[config.mk]
export PLATFORM = sky130hd
export DESIGN_NAME = mss_sequencer
export DESIGN_NICKNAME = d
export VERILOG_FILES = /design/src/pkg/mss_pkg.sv /design/src/mss_beat_counter.sv /design/src/mss_fifo.sv /design/src/mss_sequencer.sv
export SDC_FILE = /design/constraint.sdc
export NUM_CORES = 1
export LEC_CHECK = 0
export ABC_AREA = 1
export BUFFER_PORTS_ARGS = -buffer_cell sky130_fd_sc_hd__buf_2
export CORE_ASPECT_RATIO = 0.6
export CORE_UTILIZATION = 55
export CTS_BUF_LIST = sky130_fd_sc_hd__clkbuf_4
export DETAILED_ROUTE_END_ITERATION = 7
export PLACE_DENSITY = 0.77
export SLEW_MARGIN = 20
export SYNTH_ARGS = -nofsm -noshare
export SYNTH_HDL_FRONTEND = slang
export SYNTH_SLANG_ARGS = --single-unit
[constraint.sdc]
create_clock -name clk -period 4.14 [get_ports clk]
set_input_delay 0.414 -clock clk [delete_from_list [all_inputs] [get_ports clk]]
set_output_delay 0.414 -clock clk [all_outputs]
set_load 0.005 [all_outputs]
[src/pkg/mss_pkg.sv]
`default_nettype none
// =====================================================================
// Shared constants and types of the stream sequencer
package mss_pkg;

    // =================================================================
    // Widths and depths
    localparam int WORD_W = 32;
    localparam int ADDR_W = 15;
    localparam int FIFO_DEPTH = 4;
    localparam int FRAME_CNT_W = 16;
    localparam int BEAT_W = 3;

    // =================================================================
    // Frame timing, in clock cycles
    localparam int FRAME_BEATS = 8;
    localparam logic [BEAT_W-1:0] BEAT_FIRST = 3'h0;
    localparam logic [BEAT_W-1:0] BEAT_LAST = 3'h7;

    // =================================================================
    // Reset values
    localparam logic [ADDR_W-1:0] ADDR_START = 15'h0000;
    localparam logic [FRAME_CNT_W-1:0] FRAME_CNT_ZERO = 16'h0000;

    // =================================================================
    // Sequencer states
    typedef enum logic [2:0] {
        MSS_IDLE = 3'h0,
        MSS_ARM = 3'h1,
        MSS_RELEASE = 3'h2,
        MSS_SETUP_A = 3'h3,
        MSS_SETUP_B = 3'h4,
        MSS_PREFETCH = 3'h5,
        MSS_DATA = 3'h6,
        MSS_FINISH = 3'h7
    } mss_state_e;

    // =================================================================
    // Strobes that leave the block together
    typedef struct packed {
        logic frame_sync;
        logic word_valid;
        logic reset_release;
        logic rd_en;
    } mss_strobe_s;

    localparam mss_strobe_s STROBE_IDLE = 4'h0;

endpackage
`default_nettype wire

[src/mss_beat_counter.sv]
`timescale 1ns/100ps
`default_nettype none
// =====================================================================
// Beat counter: counts while run is high, wraps after LAST
module mss_beat_counter #(
    parameter int WIDTH = 3,
    parameter logic [WIDTH-1:0] LAST = 3'h7,
    parameter logic [WIDTH-1:0] FIRST = 3'h0
) (
    input wire logic clk,
    input wire logic rst,
    input wire logic run,
    output logic [WIDTH-1:0] count,
    output logic last
);

    // =================================================================
    // Count; cleared whenever the owner is outside a frame
    always_ff @(posedge clk)
    begin
        if (rst || !run)
        begin
            count <= FIRST;
        end
        else if (last)
        begin
            count <= FIRST; // Wrap gives back-to-back frames
        end
        else
        begin
            count <= count + WIDTH'(1);
        end
    end

    // Terminal beat
    assign last = (count == LAST);

endmodule
`default_nettype wire

[src/mss_fifo.sv]
`timescale 1ns/100ps
`default_nettype none
// =====================================================================
// Word FIFO, first word falls through; empty FIFO bypasses input
module mss_fifo #(
    parameter int WIDTH = 32,
    parameter int DEPTH = 4,
    localparam int PW = (DEPTH > 1) ? $clog2(DEPTH) : 1,
    localparam int CW = $clog2(DEPTH + 1)
) (
    input wire logic clk,
    input wire logic rst,
    input wire logic in_valid,
    output logic in_ready,
    input wire logic [WIDTH-1:0] in_data,
    output logic out_valid,
    input wire logic out_ready,
    output logic [WIDTH-1:0] out_data,
    output logic [CW-1:0] level
);

    // =================================================================
    // Storage and pointers
    logic [WIDTH-1:0] mem [DEPTH];
    logic [PW-1:0] wr_ptr;
    logic [PW-1:0] rd_ptr;
    logic empty;
    logic full;
    logic bypass;
    logic push;
    logic pop;

    // Status and flow terms
    assign empty = (level == CW'(0));
    assign full = (level == CW'(DEPTH));
    assign in_ready = !full;
    assign bypass = empty && in_valid && out_ready;
    assign push = in_valid && !full && !bypass;
    assign pop = out_ready && !empty;
    assign out_valid = !empty || in_valid;
    // Bypass saves a cycle so memory latency stays at one
    assign out_data = empty ? in_data : mem[rd_ptr];

    // Write side
    always_ff @(posedge clk)
    begin
        if (push)
        begin
            mem[wr_ptr] <= in_data;
        end
    end

    // Pointers
    always_ff @(posedge clk)
    begin
        if (rst)
        begin
            wr_ptr <= PW'(0);
            rd_ptr <= PW'(0);
        end
        else
        begin
            if (push)
            begin
                wr_ptr <= (wr_ptr == PW'(DEPTH - 1)) ? PW'(0) : wr_ptr + PW'(1);
            end
            if (pop)
            begin
                rd_ptr <= (rd_ptr == PW'(DEPTH - 1)) ? PW'(0) : rd_ptr + PW'(1);
            end
        end
    end

    // Fill level
    always_ff @(posedge clk)
    begin
        if (rst)
        begin
            level <= CW'(0);
        end
        else if (push && !pop)
        begin
            level <= level + CW'(1);
        end
        else if (pop && !push)
        begin
            level <= level - CW'(1);
        end
    end

endmodule
`default_nettype wire

[src/mss_sequencer.sv]
// Contract
// After reset wait idle until stream request goes high, then initialise.
// Leaving idle: one pass state, then release held high exactly two cycles.
// Frame sync one-cycle pulse: second release cycle, second setup frame, each data frame.
// Two setup frames of eight cycles each, word valid low throughout.
// Memory read enable rises one cycle before first word valid cycle.
// Each data frame holds word valid high eight cycles, starting with sync.
// Read enable stays high through the last valid cycle, one word per cycle.
// While valid, successive stored words are read and put on the bus.
// Request still high at eighth data cycle: next frame follows with no gap.
// Request low at eighth data cycle: one finish cycle, then idle.
// Both frame sync outputs come from one internal sync signal.
// Both word valid outputs come from one internal valid signal.
// Bus signals are outputs only; nothing is sampled from the bus.
// One clock and one module reset; all outputs synchronous to it.
// Receiver takes one word per valid cycle; sync marks a new frame.
// Outside streaming, valid, sync, release and read enable stay low.
`timescale 1ns/100ps
`default_nettype none
module mss_sequencer #(
    parameter int WORD_W = mss_pkg::WORD_W,
    parameter int ADDR_W = mss_pkg::ADDR_W,
    parameter int FIFO_DEPTH = mss_pkg::FIFO_DEPTH,
    parameter int FRAME_CNT_W = mss_pkg::FRAME_CNT_W,
    localparam int LVL_W = $clog2(FIFO_DEPTH + 1)
) (
    // Single clock and module reset
    input wire logic clk,
    input wire logic rst,
    // Control block
    input wire logic stream_request,
    output logic stream_active,
    output logic [FRAME_CNT_W-1:0] frame_count,
    output logic data_underrun,
    // Storage memory read port
    output logic mem_rd_en,
    output logic [ADDR_W-1:0] mem_rd_addr,
    input wire logic [WORD_W-1:0] mem_rd_data,
    // Multiplexed data bus, output only
    output logic port1_frame_sync,
    output logic port2_frame_sync,
    output logic port1_word_valid,
    output logic port2_word_valid,
    output logic inbuf_reset_release,
    output logic [WORD_W-1:0] mux_data,
    output logic [LVL_W-1:0] fifo_level
);

    // =================================================================
    // Declarations
    mss_pkg::mss_state_e state;
    mss_pkg::mss_state_e next_state;
    mss_pkg::mss_strobe_s strobe;
    mss_pkg::mss_strobe_s next_strobe;
    logic [mss_pkg::BEAT_W-1:0] beat;
    logic beat_last;
    logic beat_first;
    logic in_frame;
    logic mem_data_valid;
    logic fifo_in_ready;
    logic fifo_out_valid;
    logic [WORD_W-1:0] fifo_out_data;
    logic start_stream;
    logic frame_done;

    // =================================================================
    // Beat counting inside each eight-cycle frame
    // Frame states run the counter; any other state parks it at zero
    assign in_frame = (state == mss_pkg::MSS_SETUP_A)
        || (state == mss_pkg::MSS_SETUP_B)
        || (state == mss_pkg::MSS_DATA);

    mss_beat_counter #(
        .WIDTH(mss_pkg::BEAT_W),
        .LAST(mss_pkg::BEAT_LAST),
        .FIRST(mss_pkg::BEAT_FIRST)
    ) u_beat (
        .clk(clk),
        .rst(rst),
        .run(in_frame),
        .count(beat),
        .last(beat_last)
    );

    // First beat of a frame, where sync belongs
    assign beat_first = (beat == mss_pkg::BEAT_FIRST);

    // =================================================================
    // State register
    always_ff @(posedge clk)
    begin
        if (rst)
        begin
            state <= mss_pkg::MSS_IDLE;
        end
        else
        begin
            state <= next_state;
        end
    end

    // =================================================================
    // Next state
    // A drop of the request during setup does not abort the sequence;
    // the request is only looked at in idle and on the last data beat.
    always_comb
    begin
        next_state = state;
        case (state)
            mss_pkg::MSS_IDLE:
            begin
                if (stream_request)
                begin
                    next_state = mss_pkg::MSS_ARM;
                end
            end
            mss_pkg::MSS_ARM:
            begin
                next_state = mss_pkg::MSS_RELEASE;
            end
            mss_pkg::MSS_RELEASE:
            begin
                next_state = mss_pkg::MSS_SETUP_A;
            end
            mss_pkg::MSS_SETUP_A:
            begin
                if (beat_last)
                begin
                    next_state = mss_pkg::MSS_SETUP_B;
                end
            end
            mss_pkg::MSS_SETUP_B:
            begin
                if (beat_last)
                begin
                    next_state = mss_pkg::MSS_PREFETCH;
                end
            end
            mss_pkg::MSS_PREFETCH:
            begin
                // Hold the prefetch while the buffer cannot take a word
                if (fifo_in_ready)
                begin
                    next_state = mss_pkg::MSS_DATA;
                end
            end
            mss_pkg::MSS_DATA:
            begin
                if (beat_last && stream_request)
                begin
                    next_state = mss_pkg::MSS_DATA;
                end
                else if (beat_last)
                begin
                    next_state = mss_pkg::MSS_FINISH;
                end
            end
            mss_pkg::MSS_FINISH:
            begin
                next_state = mss_pkg::MSS_IDLE;
            end
            default:
            begin
                next_state = mss_pkg::MSS_IDLE;
            end
        endcase
    end

    // =================================================================
    // Strobe decode from the current state
    // Decoded here and registered below, so every bus strobe and the
    // read enable leave through flops and keep their relative timing.
    always_comb
    begin
        next_strobe = mss_pkg::STROBE_IDLE;
        case (state)
            mss_pkg::MSS_RELEASE:
            begin
                next_strobe.reset_release = 1'b1;
            end
            mss_pkg::MSS_SETUP_A:
            begin
                next_strobe.reset_release = beat_first;
                next_strobe.frame_sync = beat_first;
            end
            mss_pkg::MSS_SETUP_B:
            begin
                next_strobe.frame_sync = beat_first;
            end
            mss_pkg::MSS_PREFETCH:
            begin
                // Read one cycle ahead to hide the memory latency
                next_strobe.rd_en = fifo_in_ready;
            end
            mss_pkg::MSS_DATA:
            begin
                next_strobe.frame_sync = beat_first;
                next_strobe.word_valid = 1'b1;
                next_strobe.rd_en = 1'b1;
            end
            default:
            begin
                next_strobe = mss_pkg::STROBE_IDLE;
            end
        endcase
    end

    // Strobe register
    always_ff @(posedge clk)
    begin
        if (rst)
        begin
            strobe <= mss_pkg::STROBE_IDLE;
        end
        else
        begin
            strobe <= next_strobe;
        end
    end

    // =================================================================
    // Memory read side
    assign mem_rd_en = strobe.rd_en;

    // Word address advances once per read, restarts with each stream
    always_ff @(posedge clk)
    begin
        if (rst)
        begin
            mem_rd_addr <= mss_pkg::ADDR_START;
        end
        else if (state == mss_pkg::MSS_ARM)
        begin
            mem_rd_addr <= mss_pkg::ADDR_START;
        end
        else if (strobe.rd_en)
        begin
            mem_rd_addr <= mem_rd_addr + ADDR_W'(1);
        end
    end

    // Memory answers one cycle after the enable. The read in the last
    // valid cycle of a stream fetches a word that no frame takes; keeping
    // it out of the buffer lets the next stream start clean from word zero.
    always_ff @(posedge clk)
    begin
        if (rst)
        begin
            mem_data_valid <= 1'b0;
        end
        else
        begin
            mem_data_valid <= strobe.rd_en && next_strobe.word_valid;
        end
    end

    // =================================================================
    // Data buffer between memory and bus
    // The bus drains one word per valid cycle; the buffer's ready
    // stalls the prefetch so a word is never read without room.
    mss_fifo #(
        .WIDTH(WORD_W),
        .DEPTH(FIFO_DEPTH)
    ) u_fifo (
        .clk(clk),
        .rst(rst),
        .in_valid(mem_data_valid),
        .in_ready(fifo_in_ready),
        .in_data(mem_rd_data),
        .out_valid(fifo_out_valid),
        .out_ready(strobe.word_valid),
        .out_data(fifo_out_data),
        .level(fifo_level)
    );

    // Words reach the bus in the valid cycle; zero when not valid
    assign mux_data = strobe.word_valid ? fifo_out_data : '0;

    // =================================================================
    // Bus outputs: both ports from one internal signal each
    assign port1_frame_sync = strobe.frame_sync;
    assign port2_frame_sync = strobe.frame_sync;
    assign port1_word_valid = strobe.word_valid;
    assign port2_word_valid = strobe.word_valid;
    assign inbuf_reset_release = strobe.reset_release;

    // =================================================================
    // Status toward the control block
    assign start_stream = (state == mss_pkg::MSS_ARM);
    assign frame_done = (state == mss_pkg::MSS_DATA) && beat_last;

    // Busy from leaving idle until back in idle
    always_ff @(posedge clk)
    begin
        if (rst)
        begin
            stream_active <= 1'b0;
        end
        else
        begin
            stream_active <= (next_state != mss_pkg::MSS_IDLE);
        end
    end

    // Data frames sent since the stream began
    always_ff @(posedge clk)
    begin
        if (rst || start_stream)
        begin
            frame_count <= mss_pkg::FRAME_CNT_ZERO;
        end
        else if (frame_done)
        begin
            frame_count <= frame_count + FRAME_CNT_W'(1);
        end
    end

    // Sticky: a valid cycle found no word; cleared at next stream start
    always_ff @(posedge clk)
    begin
        if (rst)
        begin
            data_underrun <= 1'b0;
        end
        else if (strobe.word_valid && !fifo_out_valid)
        begin
            data_underrun <= 1'b1;
        end
        else if (start_stream)
        begin
            data_underrun <= 1'b0;
        end
    end

endmodule
`default_nettype wire

==> results of run 1 <==
cell usage in the layout (no fill, tap or decap), types with 2 or more instances in the layout:
cell type	n
nor2_1	172
edfxtp_1	128
o21ai_0	112
buf_2	108
nand2_1	70
inv_1	61
dfxtp_1	52
a31oi_1	30
a21oi_1	25
nand3_1	17
clkbuf_4	17
ha_1	11
o21ai_1	7
nor3_1	7
buf_4	7
nor2_4	6
nand4_1	6
inv_8	6
inv_2	4
o22ai_1	3
clkinv_8	3
clkinv_4	3
nand2_2	2
o21bai_1	2
o21a_1	2
nand3b_1	2
a211oi_1	2
inv_6	2
power breakdown:
| group | switching [mW] | internal, mW | total (mW) |
|---|---|---|---|
| clock | 0.708 | 0.291 | 0.999 |
| sequential | 0.0155 | 1.95 | 1.96 |
| combinational | 0.0845 | 0.0446 | 0.129 |
final timing paths:
| path | cells past startpoint | to | start | slack [ns] |
|---|---|---|---|---|
| worst max register to register | 11 | u_fifo.level[1] | port1_word_valid | 1.68 |
| worst min-delay path | 1 | u_fifo.mem[1][3] | mem_rd_data[3] | 0.06 |
| worst max-delay path | 6 | mux_data[29] | u_fifo.level[0] | 1.23 |
| worst min register to register | 1 | u_beat.count[0] | u_beat.count[0] | 0.48 |
sequential cells by signal, indices dropped and copies added, names as in the netlist, 2 cells and up, named ones only:
name and flops:
u_fifo.mem 128, frame_count 16, mem_rd_addr 15, state 3
u_beat.count 3, u_fifo.level 3, u_fifo.rd_ptr 2, u_fifo.wr_ptr 2
through the flow:
step / cells / hold slack, ns / util (%)
2_1_floorplan: 771 / 0.417 / -
3_3_place_gp: 1041 / 0.428 / 61.6
3_5_place_dp: 1041 / 0.448 / 61.6
4_1_cts: 1073 / 0.00947 / 63.8
5_1_grt: 1073 / 0.00116 / 63.8
6_report: 1073 / 0.0586 / 63.8
metal layers:
metal	share of wire [%]	track usage, %
met1	50	36.1
met2	41	32.7
met3	8.5	5.54
met4	1.1	8.58
met5	0	0
layout make-up:
type,count,area [µm²],share of cell area [%]
clock buffer,17,128,1.46
clock inverter,15,176,2.02
inverter,65,244,2.80
multi-input combinational,488,2430,27.9
sequential,181,4910,56.3
tap,192,240,2.76
timing repair buffer,115,593,6.80
logic make-up (layout without fill, tap and decap cells):
kind of cell             count (synthesis)  in the layout  synth area share (%)
AND/OR/NAND/NOR                        288            288                  15.8
buffers and inverters                  102            212                  5.41
XOR/XNOR                                 2              2                 0.227
AO/OA/AOI/OAI                          186            186                  12.9
adder cells (fa/ha/maj)                 12             12                  2.04
flip-flops                             181            181                  63.5
critical path: stages, from the launching register on:
cell	delay, ns
dfxtp_1	0.45
nor2_1	0.11
nand2_2	0.41
buf_4	0.43
o21ai_0	0.12
a31oi_1	0.23
buf_2	0.16
==> results_dict.tcl, run 1 <==
set metrics [dict create \
    outcome "finished, final reports clean" \
    period_minus_slack_ns 2.91 \
    clk_path_buf_depth 2 \
    min_path_type "in2reg" \
    drtAntennaViolNets 0 \
    numCtsBuffers 17 \
    finalWorstSetupSlack_ns 1.23 \
    num_rows 33 \
    setup_viol 0 \
    max-slew-margin-rel_pct 29.4 \
    p_total_mw 3.09 \
    nets 915 \
    antenna_found_initial 0 \
    crit_type "reg2out" \
    initialDrtViolationCount 557 \
    clk_latency_ns 0.57 \
    cts_hold_buffers 0 \
    drt-total-wl_um 16100 \
    clk_pin_slew_worst_paths_ns 0.18 \
    tritoncts "done" \
    fin_setup_tns_ns 0 \
    crit_arrival_ns 2.49 \
    grt_overflow 0 \
    routedWlPerCell_um 15.0 \
    syn_inst 771 \
    maxSlewViolCount 0 \
    antenna_cells 0 \
    core_um2 13700 \
    cts_root_buf "clkbuf_4" \
    finalWeightedCongestion 0.885 \
    synth_warnings 0 \
    grt_pass1_vias 5188 \
    syn_nets 818 \
    clkSinkCount 181 \
    cts_htree_levels 4 \
    stdcell_area_um2 8720 \
    place_area_um2 8410 \
    synthFlopType "edfxtp_1" \
    grt_use_total_pct 23.7 \
    worst_pin_slew_ns 1.06 \
    drc 0 \
    synth_area_um2 7720 \
    finClkSkew_ns 0.0241 \
    via_count 5649 \
    grt_start_max_net_pins 65 \
    post-cts-setup-buffers 0 \
    n_fill_cell 1101 \
    dpl_worst_slack_ns 1.73 \
    synth.avg_cell_area_um2 10.0 \
    synth_top_area_share_pct 49.8 \
    synth-seq-cells 181 \
    synth_edf_count 128 \
    drive_above_1_share_pct 18.7 \
    cts_resized 0 \
    grt_setup_unrepaired "no" \
    syn_to_final_growth_pct 12.9 \
    cp-start-kind "register" \
    floorplan.initialDensity_pct 56.5 \
    yosys.area.top_type "edfxtp_1" \
    seq_area_frac_synth_pct 63.5 \
    die_area_um2 14500 \
    grt_pass1_wl_um 26000 \
    drv_cap 0 \
    worst_setup_path_end_kind "primary output" \
    vdd_ir_drop_max_mv 0.176 \
    synth_most_common_cell "nor2_1" \
    first_pass_iters 5 \
    io_buffer_count 108 \
    dp_hpwl_um 10300 \
    finalHoldViolCount 0 \
    ys_async_sr_fraction_pct 0 \
    yosys-top-cells-area "edfxtp_1, dfxtp_1, nor2_1, o21ai_0, nand2_1" \
    p_per_area_nw_per_um2 355 \
    die_y_um 93.8 \
    ys_types 37 \
    critPathRequiredTime_ns 3.73 \
    synth_common_cells "nor2_1, edfxtp_1, o21ai_0" \
    die_w_um 155 \
    routed_via_density 5.26 \
    power_leakage_nw 3.40 \
    fin_crit_sh_pct 70.2 \
    cp_max_fo 36 \
    timing.fmax_mhz 344 \
    ioPinCount 109 \
]
(Power assumes the default switching activity.)
==> run 2: changes to the inputs <==
==> constraint.sdc (replaced) <==
create_clock -name clk -period 2.9 [get_ports clk]
set_input_delay 0.29 -clock clk [delete_from_list [all_inputs] [get_ports clk]]
set_output_delay 0.29 -clock clk [all_outputs]
set_load 0.005 [all_outputs]
==> run 2 against run 1 <==
  * Core utilization increased by 3.6 points
  * Via count increased by 4.8%
  * Critical endpoint is now mux_data[1]
  * Highest routed layer unchanged
  * Clock-buffer cell count increased by 1
  * Sequential power increased by 43%
  * Combinational power increased by 73%
  * Cell area increased by 5.6%
  * Clock power increased by 74%
  * Total power increased by 54%
  * Critical path depth unchanged
==> results_dict.tcl, run 2 (same netlist as run 1, synthesis figures left out) <==
set metrics [dict create \
    grt_start_max_net_pins 65 \
    drive_above_1_share_pct 18.8 \
    crit_arrival_ns 2.32 \
    reg_top3 "u_fifo.mem x128, frame_count x16, mem_rd_addr x15" \
    multi_input_area_um2 2430 \
    antenna_found_initial 0 \
    crit_type "reg2out" \
    post-cts-setup-buffers 0 \
    ioPinCount 109 \
    max-slew-margin-rel_pct 55.2 \
    die_w_um 155 \
    finalHoldViolCount 0 \
    worst_setup_path_end_kind "primary output" \
    p_per_area_nw_per_um2 518 \
    cp_max_fo 64 \
    numCtsBuffers 17 \
    largest_reg_flops 128 \
    grt_pass1_vias 5407 \
    clk_path_buf_depth 2 \
    worst_pin_slew_ns 0.673 \
    drv_cap 0 \
    crit_path_top_delay_cell "buf_4" \
    core_um2 13700 \
    cts_resized 0 \
    critPathRequiredTime_ns 2.61 \
    vdd_ir_drop_max_mv 0.232 \
    routed_via_density 5.31 \
    crit_chain "nor2_1 -> nand2_2 -> buf_4 -> o21ai_0 -> a31oi_1 -> buf_2" \
    first_pass_iters 5 \
    setup_viol 0 \
    drt-total-wl_um 16900 \
    cts_root_buf "clkbuf_4" \
    tritoncts "done" \
    mostFrequentLayoutCells "nor2_1, edfxtp_1, o21ai_0" \
    grt_overflow 0 \
    crit_family "buffers and inverters" \
    fin_setup_tns_ns 0 \
    slowest_delay_ns 0.52 \
    finalWeightedCongestion 0.877 \
    regArea_um2 4910 \
    crit_buf_inv 2 \
    clkSinkCount 181 \
    fin_crit_sh_pct 90.2 \
    maxSlewViolCount 0 \
    cp-start-kind "register" \
    floorplan.initialDensity_pct 56.5 \
    grt_pass1_wl_um 27600 \
    initialDrtViolationCount 473 \
    clk_latency_ns 0.55 \
    syn_to_final_growth_pct 19.3 \
    min_path_type "in2reg" \
    clk_pin_slew_worst_paths_ns 0.15 \
    grt_use_total_pct 24.9 \
    die_area_um2 14500 \
    num_rows 33 \
    io_buffer_count 108 \
    drtAntennaViolNets 0 \
    final_common_cell "nor2_1" \
    cts_htree_levels 4 \
    finalWorstSetupSlack_ns 0.285 \
    timing.fmax_mhz 382 \
    dpl_worst_slack_ns 0.873 \
    die_y_um 93.8 \
    grt_setup_unrepaired "no" \
    outcome "finished, final reports clean" \
    finClkSkew_ns 0.0206 \
    via_count 5919 \
    regMostFlops "u_fifo.mem" \
    n_fill_cell 1040 \
    routedWlPerCell_um 15.1 \
    period_minus_slack_ns 2.61 \
    drc 0 \
    nets 956 \
    power_leakage_nw 3.63 \
    dp_hpwl_um 10700 \
]
[run 2: cell count changes in the layout (fill, tap and decap cells not counted), sizes merged]
cell	delta
dlygate4sd3	+33
buf	+8
bufinv	+6
inv	-4
clkinv	-3
clkbuf	+1
diode	+1
[run 2: worst register-to-register path, cell delays in order (launching register included)]
cell and delay, ns:
dfxtp_1 0.44, nor2_1 0.12, nand2_1 0.08, nand2_1 0.04
buf_4 0.18, inv_1 0.08, ha_1 0.13, inv_1 0.07
fa_1 0.41, a21oi_1 0.17, o21ai_0 0.12, o21ai_0 0.15
a21oi_1 0.05
[run 2: metrics by stage]
| stage | cells | cell area (µm²) | util, % | total power, mW | hold slack, ns |
|---|---|---|---|---|---|
| after floorplan | 771 | 7720 | - | 2.97 | 0.389 |
| after global placement | 1049 | 8500 | 62.2 | 3.04 | 0.431 |
| after detailed placement | 1049 | 8500 | 62.2 | 3.04 | 0.458 |
| after CTS | 1114 | 9210 | 67.4 | 4.80 | 0.0142 |
| after global routing | 1114 | 9210 | 67.4 | 4.94 | 0.0526 |
| final | 1115 | 9210 | 67.4 | 4.77 | 0.0760 |
[run 2: area by class of cell]
class	count	share of cell area, %
Clock buffer	18	1.47
Antenna cell	1	0.0272
Timing Repair Buffer	156	11.0
Clock inverter	14	2.64
Sequential cell	181	53.3
Tap cell	192	2.61
Inverter	65	2.65
Multi-Input combinational cell	488	26.4
[run 2: routing by layer]
layer  global-route usage [%]  vias up  wire (µm)
met2                     36.0      231       7250
met1                     36.8     2745       8040
li1                         -     2922          -
met5                        0        -          0
met4                     8.42        0        222
met3                     5.63       21       1340
[run 2: path summary, 6_finish.rpt]
kind	start	end	slack (ns)	cells after the start
max	u_fifo.level[0]	mux_data[1]	0.29	6
min	stream_request	state[0]	0.08	5
max reg2reg	u_fifo.level[0]	u_fifo.level[2]	0.76	12
min reg2reg	mem_data_valid	data_underrun	0.48	1
[run 2: timing repair]
action / CTS / global route
hold buffers: 33 / 0
endpoints found under the hold margin: 133 / 0
endpoints found under the setup margin: 0 / 0
[run 2: power breakdown]
| group | internal (mW) | switching, mW |
|---|---|---|
| Sequential | 2.78 | 0.0212 |
| Combinational | 0.0927 | 0.130 |
| Clock | 0.881 | 0.864 |
| Total | 3.75 | 1.02 |
